$ cat src/shared/nibble_core_defs.svh
/*
 * Offsets, field positions, op codes and reset values of the nibble core decoder.
 * Assumes inclusion by bare name from a file that also imports nibble_core_pkg.
 */
`ifndef NIBBLE_CORE_DEFS_SVH
`define NIBBLE_CORE_DEFS_SVH

// ****************************************************************
// Widths and field positions
// ****************************************************************
`define PC_W 11
`define PC_LIVE_W 9
`define DM_ADDR_W 7
`define NIB_W 4

// ****************************************************************
// Reset values
// ****************************************************************
`define PC_RESET 11'h000
`define SP_RESET_ZERO 1'b0

// ****************************************************************
// Op codes (upper five bits of the word)
// ****************************************************************
`define OP_ADD_R 5'h00
`define OP_SUB_R 5'h01
`define OP_ADD_WITH_CARRY_R 5'h02
`define OP_SUBTRACT_WITH_BORROW_R 5'h03
`define OP_AND_R 5'h04
`define OP_XOR_R 5'h05
`define OP_OR_R 5'h06
`define OP_MISC 5'h07
`define OP_LOAD 5'h08
`define OP_SKE 5'h09
`define OP_SKIP_IF_NOT_EQUAL 5'h0B
`define OP_BRANCH 5'h0C
`define OP_ADD_M 5'h10
`define OP_SUB_M 5'h11
`define OP_ADD_WITH_CARRY_M 5'h12
`define OP_SUBTRACT_WITH_BORROW_M 5'h13
`define OP_AND_M 5'h14
`define OP_XOR_M 5'h15
`define OP_OR_M 5'h16
`define OP_STORE 5'h18
`define OP_SKIP_IF_GREATER_OR_EQUAL 5'h19
`define OP_SKIP_IF_LESS 5'h1B
`define OP_CALL 5'h1C
`define OP_MOVE 5'h1D
`define OP_TEST_T 5'h1E
`define OP_TEST_F 5'h1F

// ****************************************************************
// Sub-codes of the misc group: {row field, column field}
// ****************************************************************
`define SUB_ROTATE 7'h07
`define SUB_RET 7'h0E
`define SUB_RETURN_AND_SKIP 7'h1E
`define SUB_STOP 7'h2F
`define SUB_HALT 7'h3F
`define SUB_NOP 7'h4F

`endif

$ cat src/shared/nibble_core_pkg.sv
/*
 * Types shared by the nibble core decoder, its memory model and its test bench.
 * Assumes nothing of its surroundings.
 */
package nibble_core_pkg;

  // ****************************************************************
  // Instruction word fields
  // ****************************************************************
  typedef struct packed {
    logic [4:0] op;
    logic [2:0] row;
    logic [3:0] col;
    logic [3:0] low;
  } instr_t;

  // ****************************************************************
  // Write/read request toward an external nibble memory
  // ****************************************************************
  typedef struct packed {
    logic [6:0] addr;
    logic [3:0] wdata;
    logic we;
  } dm_req_t;

  typedef struct packed {
    logic [3:0] addr;
    logic [3:0] wdata;
    logic we;
  } rf_req_t;

  typedef enum logic [4:0] {
    ST_FETCH = 5'b00001,
    ST_DECODE = 5'b00010,
    ST_READ = 5'b00100,
    ST_EXEC = 5'b01000,
    ST_STANDBY = 5'b10000
  } core_state_t;

endpackage : nibble_core_pkg

$ cat src/design/return_stack_mem.sv
/*
 * Return stack: address registers indexed by the stack pointer.
 * Assumes one clock; read data appear one cycle after the read address.
 */
`timescale 1ns/1ps
module return_stack_mem #(
  parameter int DEPTH = 4,
  parameter int AW = 11
) (
  // Clock
  input wire logic i_clock,
  // Write port
  input wire logic i_we,
  input wire logic [$clog2(DEPTH)-1:0] i_waddr,
  input wire logic [AW-1:0] i_wdata,
  // Read port
  input wire logic [$clog2(DEPTH)-1:0] i_raddr,
  output logic [AW-1:0] o_rdata
);
  logic [AW-1:0] mem [DEPTH];

  if (DEPTH < 2) begin : g_bad_depth
    $error("return stack needs at least two entries");
  end

  always_ff @(posedge i_clock) begin
    if (i_we) begin
      mem[i_waddr] <= i_wdata;
    end
  end

  always_ff @(posedge i_clock) begin
    o_rdata <= mem[i_raddr];
  end
endmodule : return_stack_mem

$ cat src/design/nibble_cpu_instruction_decoder.sv
/*
 * Instruction decoder and executer of a 4-bit core with 16-bit words.
 * Assumes program memory with a one-cycle synchronous read, data memory and
 * register file that answer in the cycle of their address, asynchronous wake pins.
 */
// Notes on behaviour
// - Branch and call targets are 11 bits with top two bits zero.
// - Memory operand address is row field high, column field low.
// - Immediate and bit mask are the lowest four bits of the word.
// - 00000 adds memory into register; 10000 adds immediate into memory.
// - Add-with-carry sums destination, source and carry; codes 00010, 10010.
// - Subtract codes 00001, 10001; with borrow 00011, 10011 also subtract carry.
// - OR, AND, XOR combine bitwise; register or memory destination forms.
// - Test-true clears compare flag, skips when all masked bits set.
// - Test-false clears compare flag, skips when all masked bits clear.
// - Skip-if-equal and not-equal subtract immediate, unstored, test zero.
// - Greater-or-equal skips on no borrow; less skips on borrow.
// - Branch loads target; call decrements pointer, saves PC, then jumps.
// - Return reloads PC from selected entry, then increments pointer.
// - Return-and-skip returns alike, then skips instruction at return address.
// - Stop enters stop standby; low field selects release condition.
// - Halt enters halt standby; low field selects release condition.
// - Return stack entries are indexed only by the stack pointer.
`timescale 1ns/1ps
`include "nibble_core_defs.svh"
module nibble_cpu_instruction_decoder #(
  parameter int STACK_DEPTH = 4
) (
  // Clock and reset
  input wire logic i_clock,
  input wire logic i_nrst,
  // Program memory
  output logic [10:0] o_pm_addr,
  input wire logic [15:0] i_pm_data,
  // Data memory
  output nibble_core_pkg::dm_req_t o_dm,
  input wire logic [3:0] i_dm_rdata,
  // General register file
  output nibble_core_pkg::rf_req_t o_rf,
  input wire logic [3:0] i_rf_rdata,
  // Standby release sources (pins)
  input wire logic [3:0] i_wake,
  // Status
  output logic o_carry_flag,
  output logic o_compare_flag,
  output logic o_stop,
  output logic o_halt,
  output logic [3:0] o_release_cond
);
  import nibble_core_pkg::*;

  localparam int SPW = $clog2(STACK_DEPTH);

  // Stack pointer wraps, so only power-of-two depths map onto the entries
  if (STACK_DEPTH < 2 || (STACK_DEPTH & (STACK_DEPTH - 1)) != 0) begin : g_bad_stack
    $error("stack depth must be a power of two of at least two");
  end

  core_state_t state_r;
  instr_t ir_r;
  logic [10:0] pc_r;
  logic [SPW-1:0] sp_r;
  logic carry_r;
  logic compare_r;
  logic skip_r;
  logic stop_r;
  logic halt_r;
  logic [3:0] release_cond_r;
  logic [3:0] wake_meta_r;
  logic [3:0] wake_sync_r;
  logic [3:0] dm_q_r;
  logic [3:0] rf_q_r;
  dm_req_t dm_r;
  rf_req_t rf_r;
  logic [10:0] stack_rdata;

  // Outcome of the instruction in ST_EXEC
  logic rf_we_nxt;
  logic dm_we_nxt;
  logic [3:0] wdata_nxt;
  logic carry_nxt;
  logic compare_nxt;
  logic skip_nxt;
  logic jump_nxt;
  logic [10:0] target_nxt;
  logic [SPW-1:0] sp_nxt;
  logic stk_we;
  logic stop_nxt;
  logic halt_nxt;

  // ALU terms
  logic [3:0] dst;
  logic [3:0] src;
  logic cin;
  logic [4:0] sum;
  logic [4:0] diff;
  logic [4:0] cmp_diff;
  logic [10:0] target;
  logic test_true;
  logic test_false;

  // ****************************************************************
  // Return stack
  // ****************************************************************
  return_stack_mem #(
    .DEPTH(STACK_DEPTH),
    .AW(`PC_W)
  ) u_stack (
    .i_clock(i_clock),
    .i_we(stk_we),
    .i_waddr(sp_nxt),
    .i_wdata(pc_r),
    .i_raddr(sp_r),
    .o_rdata(stack_rdata)
  );

  // ****************************************************************
  // Wake pin synchroniser
  // ****************************************************************
  always_ff @(posedge i_clock) begin
    if (!i_nrst) begin
      wake_meta_r <= 4'h0;
      wake_sync_r <= 4'h0;
    end else begin
      wake_meta_r <= i_wake;
      wake_sync_r <= wake_meta_r;
    end
  end

  // ****************************************************************
  // Operand and result arithmetic
  // ****************************************************************
  assign target = {2'b00, ir_r.row[0], ir_r.col, ir_r.low};

  always_comb begin
    // Bit 4 of the op code picks memory destination with immediate
    dst = ir_r.op[4] ? dm_q_r : rf_q_r;
    src = ir_r.op[4] ? ir_r.low : dm_q_r;
    cin = ir_r.op[1] & carry_r;
    sum = {1'b0, dst} + {1'b0, src} + {4'h0, cin};
    diff = {1'b0, dst} - {1'b0, src} - {4'h0, cin};
    cmp_diff = {1'b0, dm_q_r} - {1'b0, ir_r.low};
    test_true = (dm_q_r & ir_r.low) == ir_r.low;
    test_false = (dm_q_r & ir_r.low) == 4'h0;
  end

  // ****************************************************************
  // Execute decode
  // ****************************************************************
  always_comb begin
    rf_we_nxt = 1'b0;
    dm_we_nxt = 1'b0;
    wdata_nxt = 4'h0;
    carry_nxt = carry_r;
    compare_nxt = compare_r;
    skip_nxt = 1'b0;
    jump_nxt = 1'b0;
    target_nxt = target;
    sp_nxt = sp_r;
    stk_we = 1'b0;
    stop_nxt = 1'b0;
    halt_nxt = 1'b0;
    if (state_r == ST_EXEC) begin
      unique case (ir_r.op)
        `OP_ADD_R, `OP_ADD_WITH_CARRY_R, `OP_ADD_M, `OP_ADD_WITH_CARRY_M: begin
          rf_we_nxt = ~ir_r.op[4];
          dm_we_nxt = ir_r.op[4];
          wdata_nxt = sum[3:0];
          carry_nxt = sum[4];
        end
        `OP_SUB_R, `OP_SUBTRACT_WITH_BORROW_R, `OP_SUB_M, `OP_SUBTRACT_WITH_BORROW_M: begin
          rf_we_nxt = ~ir_r.op[4];
          dm_we_nxt = ir_r.op[4];
          wdata_nxt = diff[3:0];
          carry_nxt = diff[4];
        end
        `OP_AND_R, `OP_AND_M: begin
          rf_we_nxt = ~ir_r.op[4];
          dm_we_nxt = ir_r.op[4];
          wdata_nxt = dst & src;
        end
        `OP_XOR_R, `OP_XOR_M: begin
          rf_we_nxt = ~ir_r.op[4];
          dm_we_nxt = ir_r.op[4];
          wdata_nxt = dst ^ src;
        end
        `OP_OR_R, `OP_OR_M: begin
          rf_we_nxt = ~ir_r.op[4];
          dm_we_nxt = ir_r.op[4];
          wdata_nxt = dst | src;
        end
        `OP_TEST_T: begin
          compare_nxt = 1'b0;
          skip_nxt = test_true;
        end
        `OP_TEST_F: begin
          compare_nxt = 1'b0;
          skip_nxt = test_false;
        end
        `OP_SKE: begin
          compare_nxt = 1'b1;
          skip_nxt = cmp_diff == 5'h00;
        end
        `OP_SKIP_IF_NOT_EQUAL: begin
          compare_nxt = 1'b1;
          skip_nxt = cmp_diff != 5'h00;
        end
        `OP_SKIP_IF_GREATER_OR_EQUAL: begin
          compare_nxt = 1'b1;
          skip_nxt = ~cmp_diff[4];
        end
        `OP_SKIP_IF_LESS: begin
          compare_nxt = 1'b1;
          skip_nxt = cmp_diff[4];
        end
        `OP_LOAD: begin
          rf_we_nxt = 1'b1;
          wdata_nxt = dm_q_r;
        end
        `OP_STORE: begin
          dm_we_nxt = 1'b1;
          wdata_nxt = rf_q_r;
        end
        `OP_MOVE: begin
          dm_we_nxt = 1'b1;
          wdata_nxt = ir_r.low;
        end
        `OP_BRANCH: begin
          jump_nxt = 1'b1;
        end
        `OP_CALL: begin
          sp_nxt = sp_r - {{(SPW-1){1'b0}}, 1'b1};
          stk_we = 1'b1;
          jump_nxt = 1'b1;
        end
        `OP_MISC: begin
          unique case ({ir_r.row, ir_r.col})
            `SUB_ROTATE: begin
              rf_we_nxt = 1'b1;
              wdata_nxt = {carry_r, rf_q_r[3:1]};
              carry_nxt = rf_q_r[0];
            end
            `SUB_RET, `SUB_RETURN_AND_SKIP: begin
              jump_nxt = 1'b1;
              target_nxt = stack_rdata;
              sp_nxt = sp_r + {{(SPW-1){1'b0}}, 1'b1};
              skip_nxt = ir_r.row[0];
            end
            `SUB_STOP: begin
              stop_nxt = 1'b1;
            end
            `SUB_HALT: begin
              halt_nxt = 1'b1;
            end
            default: begin
              // No-operation and unused misc codes only advance the PC
              skip_nxt = 1'b0;
            end
          endcase
        end
        default: begin
          skip_nxt = 1'b0;
        end
      endcase
    end
  end

  // ****************************************************************
  // Sequencer
  // ****************************************************************
  always_ff @(posedge i_clock) begin
    if (!i_nrst) begin
      state_r <= ST_FETCH;
    end else begin
      unique case (state_r)
        ST_FETCH: state_r <= ST_DECODE;
        ST_DECODE: state_r <= skip_r ? ST_FETCH : ST_READ;
        ST_READ: state_r <= ST_EXEC;
        ST_EXEC: state_r <= (stop_nxt | halt_nxt) ? ST_STANDBY : ST_FETCH;
        ST_STANDBY: begin
          if ((wake_sync_r & release_cond_r) != 4'h0) begin
            state_r <= ST_FETCH;
          end
        end
        default: state_r <= ST_FETCH;
      endcase
    end
  end

  // ****************************************************************
  // Instruction register and operand capture
  // ****************************************************************
  always_ff @(posedge i_clock) begin
    if (!i_nrst) begin
      ir_r <= '0;
      dm_q_r <= 4'h0;
      rf_q_r <= 4'h0;
    end else begin
      if (state_r == ST_DECODE) begin
        ir_r <= instr_t'(i_pm_data);
      end
      if (state_r == ST_READ) begin
        dm_q_r <= i_dm_rdata;
        rf_q_r <= i_rf_rdata;
      end
    end
  end

  // ****************************************************************
  // Program counter and stack pointer
  // ****************************************************************
  always_ff @(posedge i_clock) begin
    if (!i_nrst) begin
      pc_r <= `PC_RESET;
    end else if (state_r == ST_DECODE) begin
      pc_r <= {2'b00, pc_r[8:0] + 9'h001};
    end else if (jump_nxt) begin
      pc_r <= target_nxt;
    end
  end

  always_ff @(posedge i_clock) begin
    if (!i_nrst) begin
      sp_r <= '0;
    end else begin
      sp_r <= sp_nxt;
    end
  end

  // ****************************************************************
  // Flags and skip
  // ****************************************************************
  always_ff @(posedge i_clock) begin
    if (!i_nrst) begin
      carry_r <= 1'b0;
      compare_r <= 1'b0;
    end else begin
      carry_r <= carry_nxt;
      compare_r <= compare_nxt;
    end
  end

  always_ff @(posedge i_clock) begin
    if (!i_nrst) begin
      skip_r <= 1'b0;
    end else if (state_r == ST_EXEC) begin
      skip_r <= skip_nxt;
    end else if (state_r == ST_DECODE) begin
      skip_r <= 1'b0;
    end
  end

  // ****************************************************************
  // Standby
  // ****************************************************************
  always_ff @(posedge i_clock) begin
    if (!i_nrst) begin
      stop_r <= 1'b0;
      halt_r <= 1'b0;
      release_cond_r <= 4'h0;
    end else if (stop_nxt | halt_nxt) begin
      stop_r <= stop_nxt;
      halt_r <= halt_nxt;
      release_cond_r <= ir_r.low;
    end else if (state_r == ST_STANDBY && (wake_sync_r & release_cond_r) != 4'h0) begin
      stop_r <= 1'b0;
      halt_r <= 1'b0;
    end
  end

  // ****************************************************************
  // Memory requests
  // ****************************************************************
  always_ff @(posedge i_clock) begin
    if (!i_nrst) begin
      dm_r <= '0;
      rf_r <= '0;
    end else if (state_r == ST_DECODE) begin
      dm_r.addr <= {i_pm_data[10:8], i_pm_data[7:4]};
      dm_r.we <= 1'b0;
      rf_r.addr <= i_pm_data[3:0];
      rf_r.we <= 1'b0;
    end else begin
      dm_r.we <= dm_we_nxt;
      dm_r.wdata <= wdata_nxt;
      rf_r.we <= rf_we_nxt;
      rf_r.wdata <= wdata_nxt;
    end
  end

  assign o_pm_addr = pc_r;
  assign o_dm = dm_r;
  assign o_rf = rf_r;
  assign o_carry_flag = carry_r;
  assign o_compare_flag = compare_r;
  assign o_stop = stop_r;
  assign o_halt = halt_r;
  assign o_release_cond = release_cond_r;
endmodule : nibble_cpu_instruction_decoder

$ cat config.mk
export PLATFORM = sky130hd
export DESIGN_NAME = nibble_cpu_instruction_decoder
export DESIGN_NICKNAME = d
export VERILOG_FILES = /design/src/shared/nibble_core_pkg.sv /design/src/design/return_stack_mem.sv /design/src/design/nibble_cpu_instruction_decoder.sv
export VERILOG_INCLUDE_DIRS = /design/src /design/src/shared
export SDC_FILE = /design/constraint.sdc
export NUM_CORES = 1
export LEC_CHECK = 0
export ABC_AREA = 1
export BUFFER_PORTS_ARGS = -buffer_cell sky130_fd_sc_hd__buf_2
export CELL_PAD_IN_SITES_DETAIL_PLACEMENT = 0
export CELL_PAD_IN_SITES_GLOBAL_PLACEMENT = 2
export CORE_MARGIN = 1
export CORE_UTILIZATION = 38
export DETAILED_ROUTE_END_ITERATION = 10
export PLACE_DENSITY = 0.91
export SETUP_SLACK_MARGIN = 0.05
export SLEW_MARGIN = 5
export SYNTH_ARGS = -nofsm -noshare
export SYNTH_HDL_FRONTEND = slang
export SYNTH_SLANG_ARGS = --single-unit
$ cat constraint.sdc
create_clock -name i_clock -period 4.9 [get_ports i_clock]
set_clock_uncertainty 0.1 [all_clocks]
set_input_delay 0.735 -clock i_clock [delete_from_list [all_inputs] [get_ports i_clock]]
set_output_delay 0.735 -clock i_clock [all_outputs]
set_load 0.01 [all_outputs]
==> results.md, run 1 <==
- Global-route wire length before repair: 24,600 um
- Gr usage total: 0.201
- Die outline area: 16,000 sq um
- Period minus WS final: 3.19 ns
- Share of the clock period used by the worst path after layout: 0.651
- Average vias per placed instance: 5.16
- Fraction of final layout cells sized beyond drive strength 1: 0.156
- Critical path launch point type: flop
- Post-Route WL: 15,300 um
- Crit Path Class: flop to flop
- DRC violations left: 0
- HPWL after detailed placement: 11,000 um
- Number of pins exceeding their max-slew limit in the final report: 0
- Pre-CTS worst setup slack: 1.72 ns
- Post-cts repair resize count: 0
- IO Pins: 70
- Total core area: 15,100 sq um
- CP Max Fanout: 16
- Synthesized netlist cell count: 703
- Fmax: 313 MHz
- TritonCTS clock tree: built
- Post-synth EDFFs: 44
- Count of TritonRoute iterations in the first routing pass: 7
- Worst Max-Slew Pin Slew: 1.17 ns
- Count of endpoints failing hold in the final timing report: 0
- Slew HR: 0.222
- FF+latch count, synth: 120
- Mapped Nets: 763
- Class of the tightest hold or removal check: flop to flop
- Initial antenna violation count: 0
- Buffer count from post-CTS setup fixing: 0
- Die Y: 127 um
- Sequential fraction of the synthesis area: 0.482
- H-tree lvl count: 4
- CP endpoint kind: flop
- Netlist area before placement: 5900 sq um
- Total CTS buffers: 17
- Unrepaired setup endpoints after global routing: no
- Final Cell Area: 6840 sq um
- Power Density: 378 nW/um^2
- Count of different cell masters after synthesis: 42
- Final Worst Setup Slack: 1.71 ns
- Standby leakage power: 0.00310 uW
- DR WL/cell: 16.0 um
- Number of standard-cell rows in the floorplan: 45
- Count of routing violations after the opening detailed-route iteration: 312
- Vias in the first global route: 4,724
- Routed vias: 4,913
- Clock latency at the later pin of the worst-skew pair: 0.42 ns
- Maximum buffer depth of the clock tree: 2
- GPL Wtd Cong: 0.870
- Clock tree root buffer cell: sky130_fd_sc_hd__clkbuf_16
- Number of diodes added for antenna fixing: 0
- Total of endpoints with negative setup slack in the final report: 0
- Syn_area_per_cell: 8.39 sq um
- Number of hold buffers added after CTS: 0
- Sum of overflow across all layers after global routing: 0
- Clock input transition at the sequential cells of the worst setup and hold paths: 0.06 ns
- Peak supply drop: 0.244 mV
- Proportion of register bits with asynchronous set or reset after synthesis: 0
- Arrival time of the worst setup path: 3.12 ns
- Count of port buffers added during placement: 69
- Initial core utilization: 0.389
- Outcome: finished clean
- Summed negative setup slack over all endpoints: 0 ns
- Worst Path Required: 4.83 ns
- Pin count of the biggest net entering global routing: 52
- Yosys Warn Count: 0
- Number of sinks driven by the clock tree: 120
- Standard cell area after detailed placement: 6260 sq um
- Antenna Violating Nets Remaining: 0
- Number of max-cap violations: 0
- Die width: 127 um
- Layout Area Growth over Synthesis: 16.0%
- Placed instance count: 921
- Total power: 2580 uW
- Predominant post-synthesis flop cell: sky130_fd_sc_hd__dfxtp_1
- Final instance count without filler cells: 953
- Post-layout nets: 812
## routing by layer
| metal | track usage | vias to the layer above | wire length, um |
|---|---|---|---|
| met3 | 0.0477 | 25 | 707 |
| met1 | 0.254 | 2315 | 7090 |
| met4 | 0.0687 | 0 | 248 |
| li1 | - | 2453 | - |
| met2 | 0.336 | 120 | 7220 |
| met5 | 0 | - | 0 |
## worst max-delay path: stages (launching register included)
cell and delay, ns:
sky130_fd_sc_hd__dfxtp_1 0.63, sky130_fd_sc_hd__inv_2 0.24, sky130_fd_sc_hd__nor2_1 0.24, sky130_fd_sc_hd__inv_1 0.11
sky130_fd_sc_hd__nor2_1 0.20, sky130_fd_sc_hd__nand2_1 0.13, sky130_fd_sc_hd__inv_1 0.12, sky130_fd_sc_hd__o221ai_2 0.12
sky130_fd_sc_hd__a21oi_1 0.90
## cell type report
cell class | instances | area (sq um)
sequential | 120 | 2840
clock inverter | 15 | 154
fill | 1447 | 8310
multi-input combinational | 456 | 2500
timing repair buffer | 70 | 353
inverter | 87 | 327
clock buffer | 17 | 425
tap | 188 | 235
## state kept, by name (all words and copies together), names as in the netlist, 5 cells and up
name	cells
u_stack.o_rdata	11
u_stack.mem	44
ir_r	11
o_pm_addr	11
o_rf	9
state_r	5
## cell usage after synthesis, drive strengths merged (7+ instances only)
cell	instances	share of area
a21oi	56	0.049
a22oi	11	0.014
buf	19	0.024
clkbuf	21	0.014
dfxtp	76	0.26
edfxtp	44	0.22
ha	25	0.053
inv	86	0.055
nand2	115	0.074
nand3	80	0.073
nand4	12	0.015
nor2	65	0.044
o211ai	7	0.0089
o21ai	61	0.052
## through the flow
step,hold slack [ns],util
2_1_floorplan,0.290,-
3_3_place_gp,0.293,0.413
3_5_place_dp,0.299,0.413
4_1_cts,0.314,0.452
5_1_grt,0.349,0.452
6_report,0.310,0.452
## path summary, 6_finish.rpt
| kind | endpoint | cells past startpoint | start | slack (ns) |
|---|---|---|---|---|
| worst min-delay path | wake_sync_r[3] | 2 | wake_meta_r[3] | 0.31 |
| worst max register to register | u_stack.mem[2][10] | 8 | ir_r[15] | 1.71 |
| worst min register to register | wake_sync_r[3] | 2 | wake_meta_r[3] | 0.31 |
| worst max-delay path | u_stack.mem[2][10] | 8 | ir_r[15] | 1.71 |
## where the power goes
| group | leakage [uW] | internal, uW | switching, uW |
|---|---|---|---|
| Sequential | 0.00102 | 1060 | 40.9 |
| Combinational | 0.00180 | 98.7 | 183 |
| Clock | 0.000279 | 677 | 525 |
| Total | 0.00310 | 1840 | 749 |
## cell usage in the layout (no fill, tap or decap), types with 3 or more instances in the layout
cell	synthesis	routed
sky130_fd_sc_hd__nand2_1	114	114
sky130_fd_sc_hd__inv_1	83	83
sky130_fd_sc_hd__nand3_1	77	77
sky130_fd_sc_hd__dfxtp_1	76	76
sky130_fd_sc_hd__buf_2	1	69
sky130_fd_sc_hd__nor2_1	63	63
sky130_fd_sc_hd__o21ai_0	59	59
sky130_fd_sc_hd__a21oi_1	54	54
sky130_fd_sc_hd__edfxtp_1	44	44
sky130_fd_sc_hd__ha_1	25	25
sky130_fd_sc_hd__clkbuf_16	0	17
sky130_fd_sc_hd__a22oi_1	11	11
sky130_fd_sc_hd__nand4_1	10	10
sky130_fd_sc_hd__o211ai_1	7	7
sky130_fd_sc_hd__inv_6	0	6
sky130_fd_sc_hd__fa_1	5	5
sky130_fd_sc_hd__nor3_1	4	4
sky130_fd_sc_hd__inv_8	0	4
sky130_fd_sc_hd__inv_2	3	3
sky130_fd_sc_hd__xor2_1	3	3
## cells by family after synthesis
family                   after synthesis  share of synthesized area
AO/OA/AOI/OAI                        142                      0.135
XOR/XNOR                               3                    0.00446
adder cells (fa/ha/maj)               30                     0.0700
buffers and inverters                127                     0.0934
flip-flops                           120                      0.482
AND/OR/NAND/NOR                      281                      0.215
Note: power is estimated with default switching activity, not from simulation.
==> run 2, diff against run 1 <==
--- a/config.mk
+++ b/config.mk
@@ -6,14 +6,14 @@
 export SDC_FILE = /design/constraint.sdc
 export NUM_CORES = 1
 export LEC_CHECK = 0
-export ABC_AREA = 1
+export ABC_AREA = 0
 export BUFFER_PORTS_ARGS = -buffer_cell sky130_fd_sc_hd__buf_2
 export CELL_PAD_IN_SITES_DETAIL_PLACEMENT = 0
 export CELL_PAD_IN_SITES_GLOBAL_PLACEMENT = 2
 export CORE_MARGIN = 1
-export CORE_UTILIZATION = 38
+export CORE_UTILIZATION = 34
 export DETAILED_ROUTE_END_ITERATION = 10
-export PLACE_DENSITY = 0.91
+export PLACE_DENSITY = 0.82
 export SETUP_SLACK_MARGIN = 0.05
 export SLEW_MARGIN = 5
 export SYNTH_ARGS = -nofsm -noshare
==> constraint.sdc (replaced) <==
create_clock -name i_clock -period 2.65 [get_ports i_clock]
set_clock_uncertainty 0.1 [all_clocks]
set_input_delay 0.3975 -clock i_clock [delete_from_list [all_inputs] [get_ports i_clock]]
set_output_delay 0.3975 -clock i_clock [all_outputs]
set_load 0.01 [all_outputs]
==> run 2 against run 1 <==
Sequential share of layout area fell by 2.1 points. Flip-flop and latch count unchanged. Combinational power rose by 23%.
==> results.md, run 2 <==
- Outcome: finished clean
- Number of hold buffers added after CTS: 0
- Total of endpoints with negative setup slack in the final report: 0
- Count of routing violations after the opening detailed-route iteration: 386
- Period minus WS final: 2.53 ns
- HPWL after detailed placement: 11,500 um
- R2R depth: 9
- Series of cell instances along the critical path: mux2i_2 -> inv_2 -> fa_2 -> fa_2 -> o21ai_1 -> nand2b_1 -> xnor2_1 -> a31o_2 -> o311a_1
- Number of pins exceeding their max-slew limit in the final report: 0
- Clock latency at the later pin of the worst-skew pair: 0.42 ns
- Cell type with the largest total area after synthesis: sky130_fd_sc_hd__dfxtp_1
- Critical path launch point type: flop
- Basic-gate share of the synthesized area counting and, or, nand and nor cells: 0.171
- Max stage delay on crit path: 0.39 ns
- Post-Route WL: 16,100 um
- Synth Area in Compound Gates: 0.133
- Total core area: 16,800 sq um
- Number of standard-cell rows in the floorplan: 47
- Adder-cell area share of the yosys netlist: 0.0694
- Unrepaired setup endpoints after global routing: yes
- Standard cell area after detailed placement: 6580 sq um
- Routed vias: 4,697
- Portion of total power attributed to the clock network: 0.501
- Multiplexer share of the synthesized area: 0.0766
- Post-synth EDFFs: 44
- Worst hold path stage count: 2
- Predominant post-synthesis flop cell: sky130_fd_sc_hd__dfxtp_1
- Pre-CTS worst setup slack: 0.00498 ns
- Vias in the first global route: 4,674
- Cell internal power dissipation: 3480 uW
- TritonCTS clock tree: built
- Initial core utilization: 0.354
- Sequential power share: 0.424
- Die outline area: 18,000 sq um
- Cell family contributing the most delay on the critical path: adder cells
- Gr usage total: 0.188
- Die Y: 134 um
- Crit Path Class: flop to flop
- Ranking of synthesized cells by area: sky130_fd_sc_hd__dfxtp_1, sky130_fd_sc_hd__edfxtp_1, sky130_fd_sc_hd__ha_1, sky130_fd_sc_hd__nand2_1, sky130_fd_sc_hd__mux4_2
- Worst Max-Slew Pin Slew: 0.689 ns
- Switch share: 0.247
- Dominant combinational cell family by area after synthesis: simple AND/OR/NAND/NOR gates
- FF+latch count, synth: 120
- Peak supply drop: 0.581 mV
- Antenna Violating Nets Remaining: 0
- Leading cell types in the layout, fill and taps excluded: sky130_fd_sc_hd__nand2_1, sky130_fd_sc_hd__dfxtp_1, sky130_fd_sc_hd__buf_2, sky130_fd_sc_hd__edfxtp_1, sky130_fd_sc_hd__a21oi_1
- Count of endpoints failing hold in the final timing report: 0
- Share of total power in combinational logic: 0.075
- Xor and xnor fraction of the mapped netlist area: 0.0133
- Global-route wire length before repair: 25,600 um
- Synth cell count leaders: sky130_fd_sc_hd__dfxtp_1, sky130_fd_sc_hd__nand2_1, sky130_fd_sc_hd__edfxtp_1
- Number of diodes added for antenna fixing: 0
- Sum of overflow across all layers after global routing: 0
- Count of port buffers added during placement: 69
- Average vias per placed instance: 5.27
- Arrival time of the worst setup path: 2.73 ns
- IO Pins: 70
- Critical Path Most Common Cell: sky130_fd_sc_hd__fa_2
- Worst Path Required: 2.85 ns
- Final Worst Setup Slack: 0.115 ns
- Final Cell Area: 7220 sq um
- Multi-input combinational cell area: 2800 sq um
- Fraction of final layout cells sized beyond drive strength 1: 0.261
- Number of flip-flops under the largest register name: 44
- Total CTS buffers: 17
- Number of max-cap violations: 0
- Number of sinks driven by the clock tree: 120
- Sequential fraction of the synthesis area: 0.478
- Mapped Nets: 644
- Syn_area_per_cell: 10.2 sq um
- Layout Area Growth over Synthesis: 21.4%
- Final instance count without filler cells: 891
- Pin count of the biggest net entering global routing: 36
- Standby leakage power: 0.00282 uW
- Placed instance count: 858
- CP endpoint kind: flop
- Die width: 134 um
- Maximum buffer depth of the clock tree: 2
- Clock tree root buffer cell: sky130_fd_sc_hd__clkbuf_16
- DR WL/cell: 18.1 um
- Count of filler cells inserted in the layout: 1,678
- Summed negative setup slack over all endpoints: 0 ns
- Cell with the most instances after synthesis: sky130_fd_sc_hd__dfxtp_1
- Count of different cell masters after synthesis: 66
- Count of TritonRoute iterations in the first routing pass: 5
- H-tree lvl count: 4
- CP Max Fanout: 5
- Initial antenna violation count: 0
- Yosys Warn Count: 0
- Switching power: 1140 uW
- Share of the clock period used by the worst path after layout: 0.957
- Clock input transition at the sequential cells of the worst setup and hold paths: 0.06 ns
- Top-area cell type share of the netlist area: 0.256
- Register with the most flip-flops: u_stack.mem
- Sequential cell area in the final layout: 2850 sq um
- Netlist area before placement: 5950 sq um
- Proportion of register bits with asynchronous set or reset after synthesis: 0
- Worst-path cell with the longest stage delay: sky130_fd_sc_hd__fa_2
- CP Depth: 9
- Slew HR: 0.540
- Post-layout nets: 718
- Power Density: 641 nW/um^2
- Synthesized netlist cell count: 584
- Total power: 4620 uW
- GPL Wtd Cong: 0.860
- Class of the tightest hold or removal check: input port to flop
- DRC violations left: 0
- Fmax: 394 MHz
- Worst path bufs/invs: 1
## run 2: cell count changes after synthesis, moves of 14 or more
cell,delta
sky130_fd_sc_hd__nand3_1,-57
sky130_fd_sc_hd__inv_1,-55
sky130_fd_sc_hd__nand2_1,-43
sky130_fd_sc_hd__o21ai_0,-42
sky130_fd_sc_hd__nor2_1,-34
sky130_fd_sc_hd__mux2i_1,+14
## run 2: worst reg2reg max path: cells and delay by family (launching register included)
kind,cells,cell delay [ns]
AO/OA/AOI/OAI,3,0.61
XOR/XNOR,1,0.13
adder cells (fa/ha/maj),2,0.77
AND/OR/NAND/NOR,1,0.09
buffers and inverters,1,0.10
multiplexers,1,0.26
flip-flops,1,0.37
## run 2: power by group through the flow
stage / registers, uW / logic [uW] / clock network (uW)
3_3_place_gp: 2000 / 328 / 0
2_1_floorplan: 1990 / 215 / 0
6_report: 1960 / 346 / 2320
5_1_grt: 1970 / 381 / 2440
4_1_cts: 1960 / 334 / 2350
3_5_place_dp: 2000 / 331 / 0
## run 2: worst paths after layout
kind / slack, ns / startpoint / to
worst max register to register: 0.12 / ir_r[15] / o_carry_flag
worst max-delay path: 0.12 / ir_r[15] / o_carry_flag
worst min register to register: 0.33 / skip_r / state_r[2]
worst min-delay path: 0.09 / i_wake[2] / wake_meta_r[2]
## run 2: area by class of cell
class	instances	share of cell area
Sequential cell	120	0.395
Tap cell	220	0.0381
Clock buffer	18	0.0595
Timing Repair Buffer	102	0.0822
Inverter	28	0.0146
Multi-Input combinational cell	389	0.388
Clock inverter	14	0.0229
## run 2: stage by stage
step,hold WS [ns],util
2_1_floorplan,0.301,-
3_3_place_gp,0.324,0.391
3_5_place_dp,0.320,0.391
4_1_cts,0.0704,0.427
5_1_grt,0.0787,0.429
6_report,0.0857,0.429
## run 2: cell families after synthesis
| logic type | after synthesis |
|---|---|
| and+or+nand+nor | 197 |
| AOI/OAI and AO/OA | 122 |
| DFF | 120 |
| muxes | 31 |
| xor gates and xnor gates | 9 |
| buffers and inverters | 75 |
| adders and majority gates | 30 |
## run 2: what timing repair did
item,in CTS,in global routing
setup buffers,0,1
endpoints found under the setup margin,1,4
pin swaps,0,2
resized for setup,3,12
## run 2: metal layers
| layer | up-vias | wire [um] | global-route usage |
|---|---|---|---|
| li1 | 2255 | - | - |
| met1 | 2301 | 7530 | 0.243 |
| met2 | 116 | 7580 | 0.302 |
| met3 | 25 | 715 | 0.0404 |
| met4 | 0 | 314 | 0.0874 |
| met5 | - | 0 | 0 |
==> run 3, diff against run 2 <==
--- a/config.mk
+++ b/config.mk
@@ -6,15 +6,15 @@
 export SDC_FILE = /design/constraint.sdc
 export NUM_CORES = 1
 export LEC_CHECK = 0
-export ABC_AREA = 0
+export ABC_AREA = 1
 export BUFFER_PORTS_ARGS = -buffer_cell sky130_fd_sc_hd__buf_2
 export CELL_PAD_IN_SITES_DETAIL_PLACEMENT = 0
 export CELL_PAD_IN_SITES_GLOBAL_PLACEMENT = 2
 export CORE_MARGIN = 1
-export CORE_UTILIZATION = 34
+export CORE_UTILIZATION = 32
 export DETAILED_ROUTE_END_ITERATION = 10
 export PLACE_DENSITY = 0.82
-export SETUP_SLACK_MARGIN = 0.05
+export REMOVE_ABC_BUFFERS = 1
 export SLEW_MARGIN = 5
 export SYNTH_ARGS = -nofsm -noshare
 export SYNTH_HDL_FRONTEND = slang
==> run 3 against run 2 <==
Sequential power is 4% higher. Final cell count is 14% higher. Sequential share of layout area is 0.49 points higher. Fmax is 3.7% higher. Critical endpoint is now o_rf[2]. Largest power group unchanged. Highest routed layer unchanged.
==> results.md, run 3 (same netlist as run 1, synthesis figures left out) <==
- Outcome: finished clean
- Placed instance count: 985
- Peak supply drop: 0.476 mV
- Count of TritonRoute iterations in the first routing pass: 5
- Power Density: 699 nW/um^2
- Worst hold path stage count: 3
- Unrepaired setup endpoints after global routing: no
- CP Max Fanout: 6
- Summed negative setup slack over all endpoints: 0 ns
- Hold EP: wake_meta_r[2]
- Share of total power in combinational logic: 0.112
- IO Pins: 70
- HPWL after detailed placement: 11,900 um
- Fraction of final layout cells sized beyond drive strength 1: 0.187
- Standby leakage power: 0.00324 uW
- Pin count of the biggest net entering global routing: 43
- Worst Path Required: 2.89 ns
- Die width: 138 um
- Clock tree root buffer cell: sky130_fd_sc_hd__clkbuf_16
- Fmax: 409 MHz
- Die outline area: 19,000 sq um
- Worst Max-Slew Pin Slew: 0.554 ns
- DRC violations left: 0
- Arrival time of the worst setup path: 2.69 ns
- Capturing point of the worst reg2reg path: o_rf[2]
- Clock latency at the later pin of the worst-skew pair: 0.42 ns
- Slack of the worst reg-to-reg path: 0.20 ns
- Number of max-cap violations: 0
- Count of port buffers added during placement: 69
- Sequential power share: 0.408
- Period minus WS final: 2.45 ns
- Share of the clock period used by the worst path after layout: 0.923
- Global-route wire length before repair: 26,400 um
- Slew HR: 0.631
- Most common cell after layout, fill and taps aside: sky130_fd_sc_hd__nand2_1
- Maximum buffer depth of the clock tree: 2
- Clock input transition at the sequential cells of the worst setup and hold paths: 0.06 ns
- Sum of overflow across all layers after global routing: 0
- Antenna Violating Nets Remaining: 0
- GPL Wtd Cong: 0.833
- Total core area: 18,000 sq um
- Number of standard-cell rows in the floorplan: 49
- Layout Area Growth over Synthesis: 20.6%
- Number of sinks driven by the clock tree: 120
- Initial core utilization: 0.327
- Total of endpoints with negative setup slack in the final report: 0
- Post-layout nets: 835
- Count of routing violations after the opening detailed-route iteration: 263
- Switching power: 1290 uW
- Routed vias: 5,006
- Initial antenna violation count: 0
- Leading cell types in the layout, fill and taps excluded: sky130_fd_sc_hd__nand2_1, sky130_fd_sc_hd__inv_1, sky130_fd_sc_hd__nand3_1, sky130_fd_sc_hd__dfxtp_1, sky130_fd_sc_hd__buf_2
- Average vias per placed instance: 4.92
- Beginning of the worst register-to-register path: ir_r[15]
- Gr usage total: 0.187
- Crit Path Class: flop to flop
- CP endpoint kind: flop
- Cell internal power dissipation: 3670 uW
- Register with the most flip-flops: u_stack.mem
- Switch share: 0.261
- Post-Route WL: 16,300 um
- Number of hold buffers added after CTS: 0
- Number of pins exceeding their max-slew limit in the final report: 0
- R2R depth: 13
- Source of the worst hold timing path: i_wake[2]
- Number of flip-flops under the largest register name: 44
- H-tree lvl count: 4
- Number of diodes added for antenna fixing: 0
- DR WL/cell: 16.0 um
- Die Y: 138 um
- Vias in the first global route: 5,005
- Class of the tightest hold or removal check: input port to flop
- Buffer count from post-CTS setup fixing: 0
- Final instance count without filler cells: 1,017
- Portion of total power attributed to the clock network: 0.480
- TritonCTS clock tree: built
- Post-cts repair resize count: 0
- Count of endpoints failing hold in the final timing report: 0
- Critical path launch point type: flop
- Total CTS buffers: 17
[run 3: worst max path at each step]
stage,start,end,slack (ns),cells after the start
2_1_floorplan,ir_r[15],o_rf[2],0.01,13
3_3_place_gp,ir_r[15],o_rf[2],0.10,13
3_5_place_dp,ir_r[15],o_rf[2],0.03,13
4_1_cts,ir_r[15],o_rf[2],0.0006,13
5_1_grt,ir_r[15],o_rf[2],0.03,13
6_report,ir_r[15],o_rf[2],0.20,13
[run 3: power groups by stage]
stage | clock [uW] | sequential, uW | combinational (uW)
final | 2380 | 2030 | 556
after global routing | 2510 | 2040 | 641
after CTS | 2440 | 2030 | 559
after detailed placement | 0 | 2070 | 555
after global placement | 0 | 2060 | 549
after floorplan | 0 | 2060 | 340
[run 3: layer usage]
| layer | wire (um) | vias to the layer above | GRT usage |
|---|---|---|---|
| met5 | 0 | - | 0 |
| met3 | 650 | 16 | 0.0364 |
| met1 | 6860 | 2393 | 0.217 |
| met2 | 8570 | 107 | 0.339 |
| met4 | 204 | 0 | 0.0694 |
| li1 | - | 2490 | - |
[run 3: worst max-delay path: stages (launching register included)]
cell,delay [ns]
sky130_fd_sc_hd__dfxtp_2,0.39
sky130_fd_sc_hd__inv_2,0.07
sky130_fd_sc_hd__o21ai_1,0.29
sky130_fd_sc_hd__inv_1,0.14
sky130_fd_sc_hd__fa_1,0.44
sky130_fd_sc_hd__inv_1,0.09
sky130_fd_sc_hd__fa_1,0.40
sky130_fd_sc_hd__inv_1,0.06
sky130_fd_sc_hd__nand2_1,0.05
sky130_fd_sc_hd__nand2_1,0.07
sky130_fd_sc_hd__nor2_1,0.04
sky130_fd_sc_hd__nand3_1,0.07
sky130_fd_sc_hd__nand2_1,0.06
sky130_fd_sc_hd__a21oi_1,0.11
[run 3: area by class of cell]
type	instances	area, sq um
Fill cell	1823	10900
Sequential cell	120	2840
Multi-Input combinational cell	456	2520
Timing Repair Buffer	93	526
Clock buffer	19	443
Inverter	87	327
Tap cell	229	287
Clock inverter	13	168
[run 3: per-stage QoR]
stage	util	cell area [sq um]	hold slack (ns)	worst slack (ns)	power [uW]
6_report	0.394	7110	0.0585	0.204	4970
5_1_grt	0.394	7110	0.0643	0.0270	5190
4_1_cts	0.394	7100	0.0450	0.000576	5020
3_5_place_dp	0.360	6490	0.302	0.0278	2620
3_3_place_gp	0.360	6490	0.295	0.103	2610
2_1_floorplan	-	5670	0.290	0.0147	2400
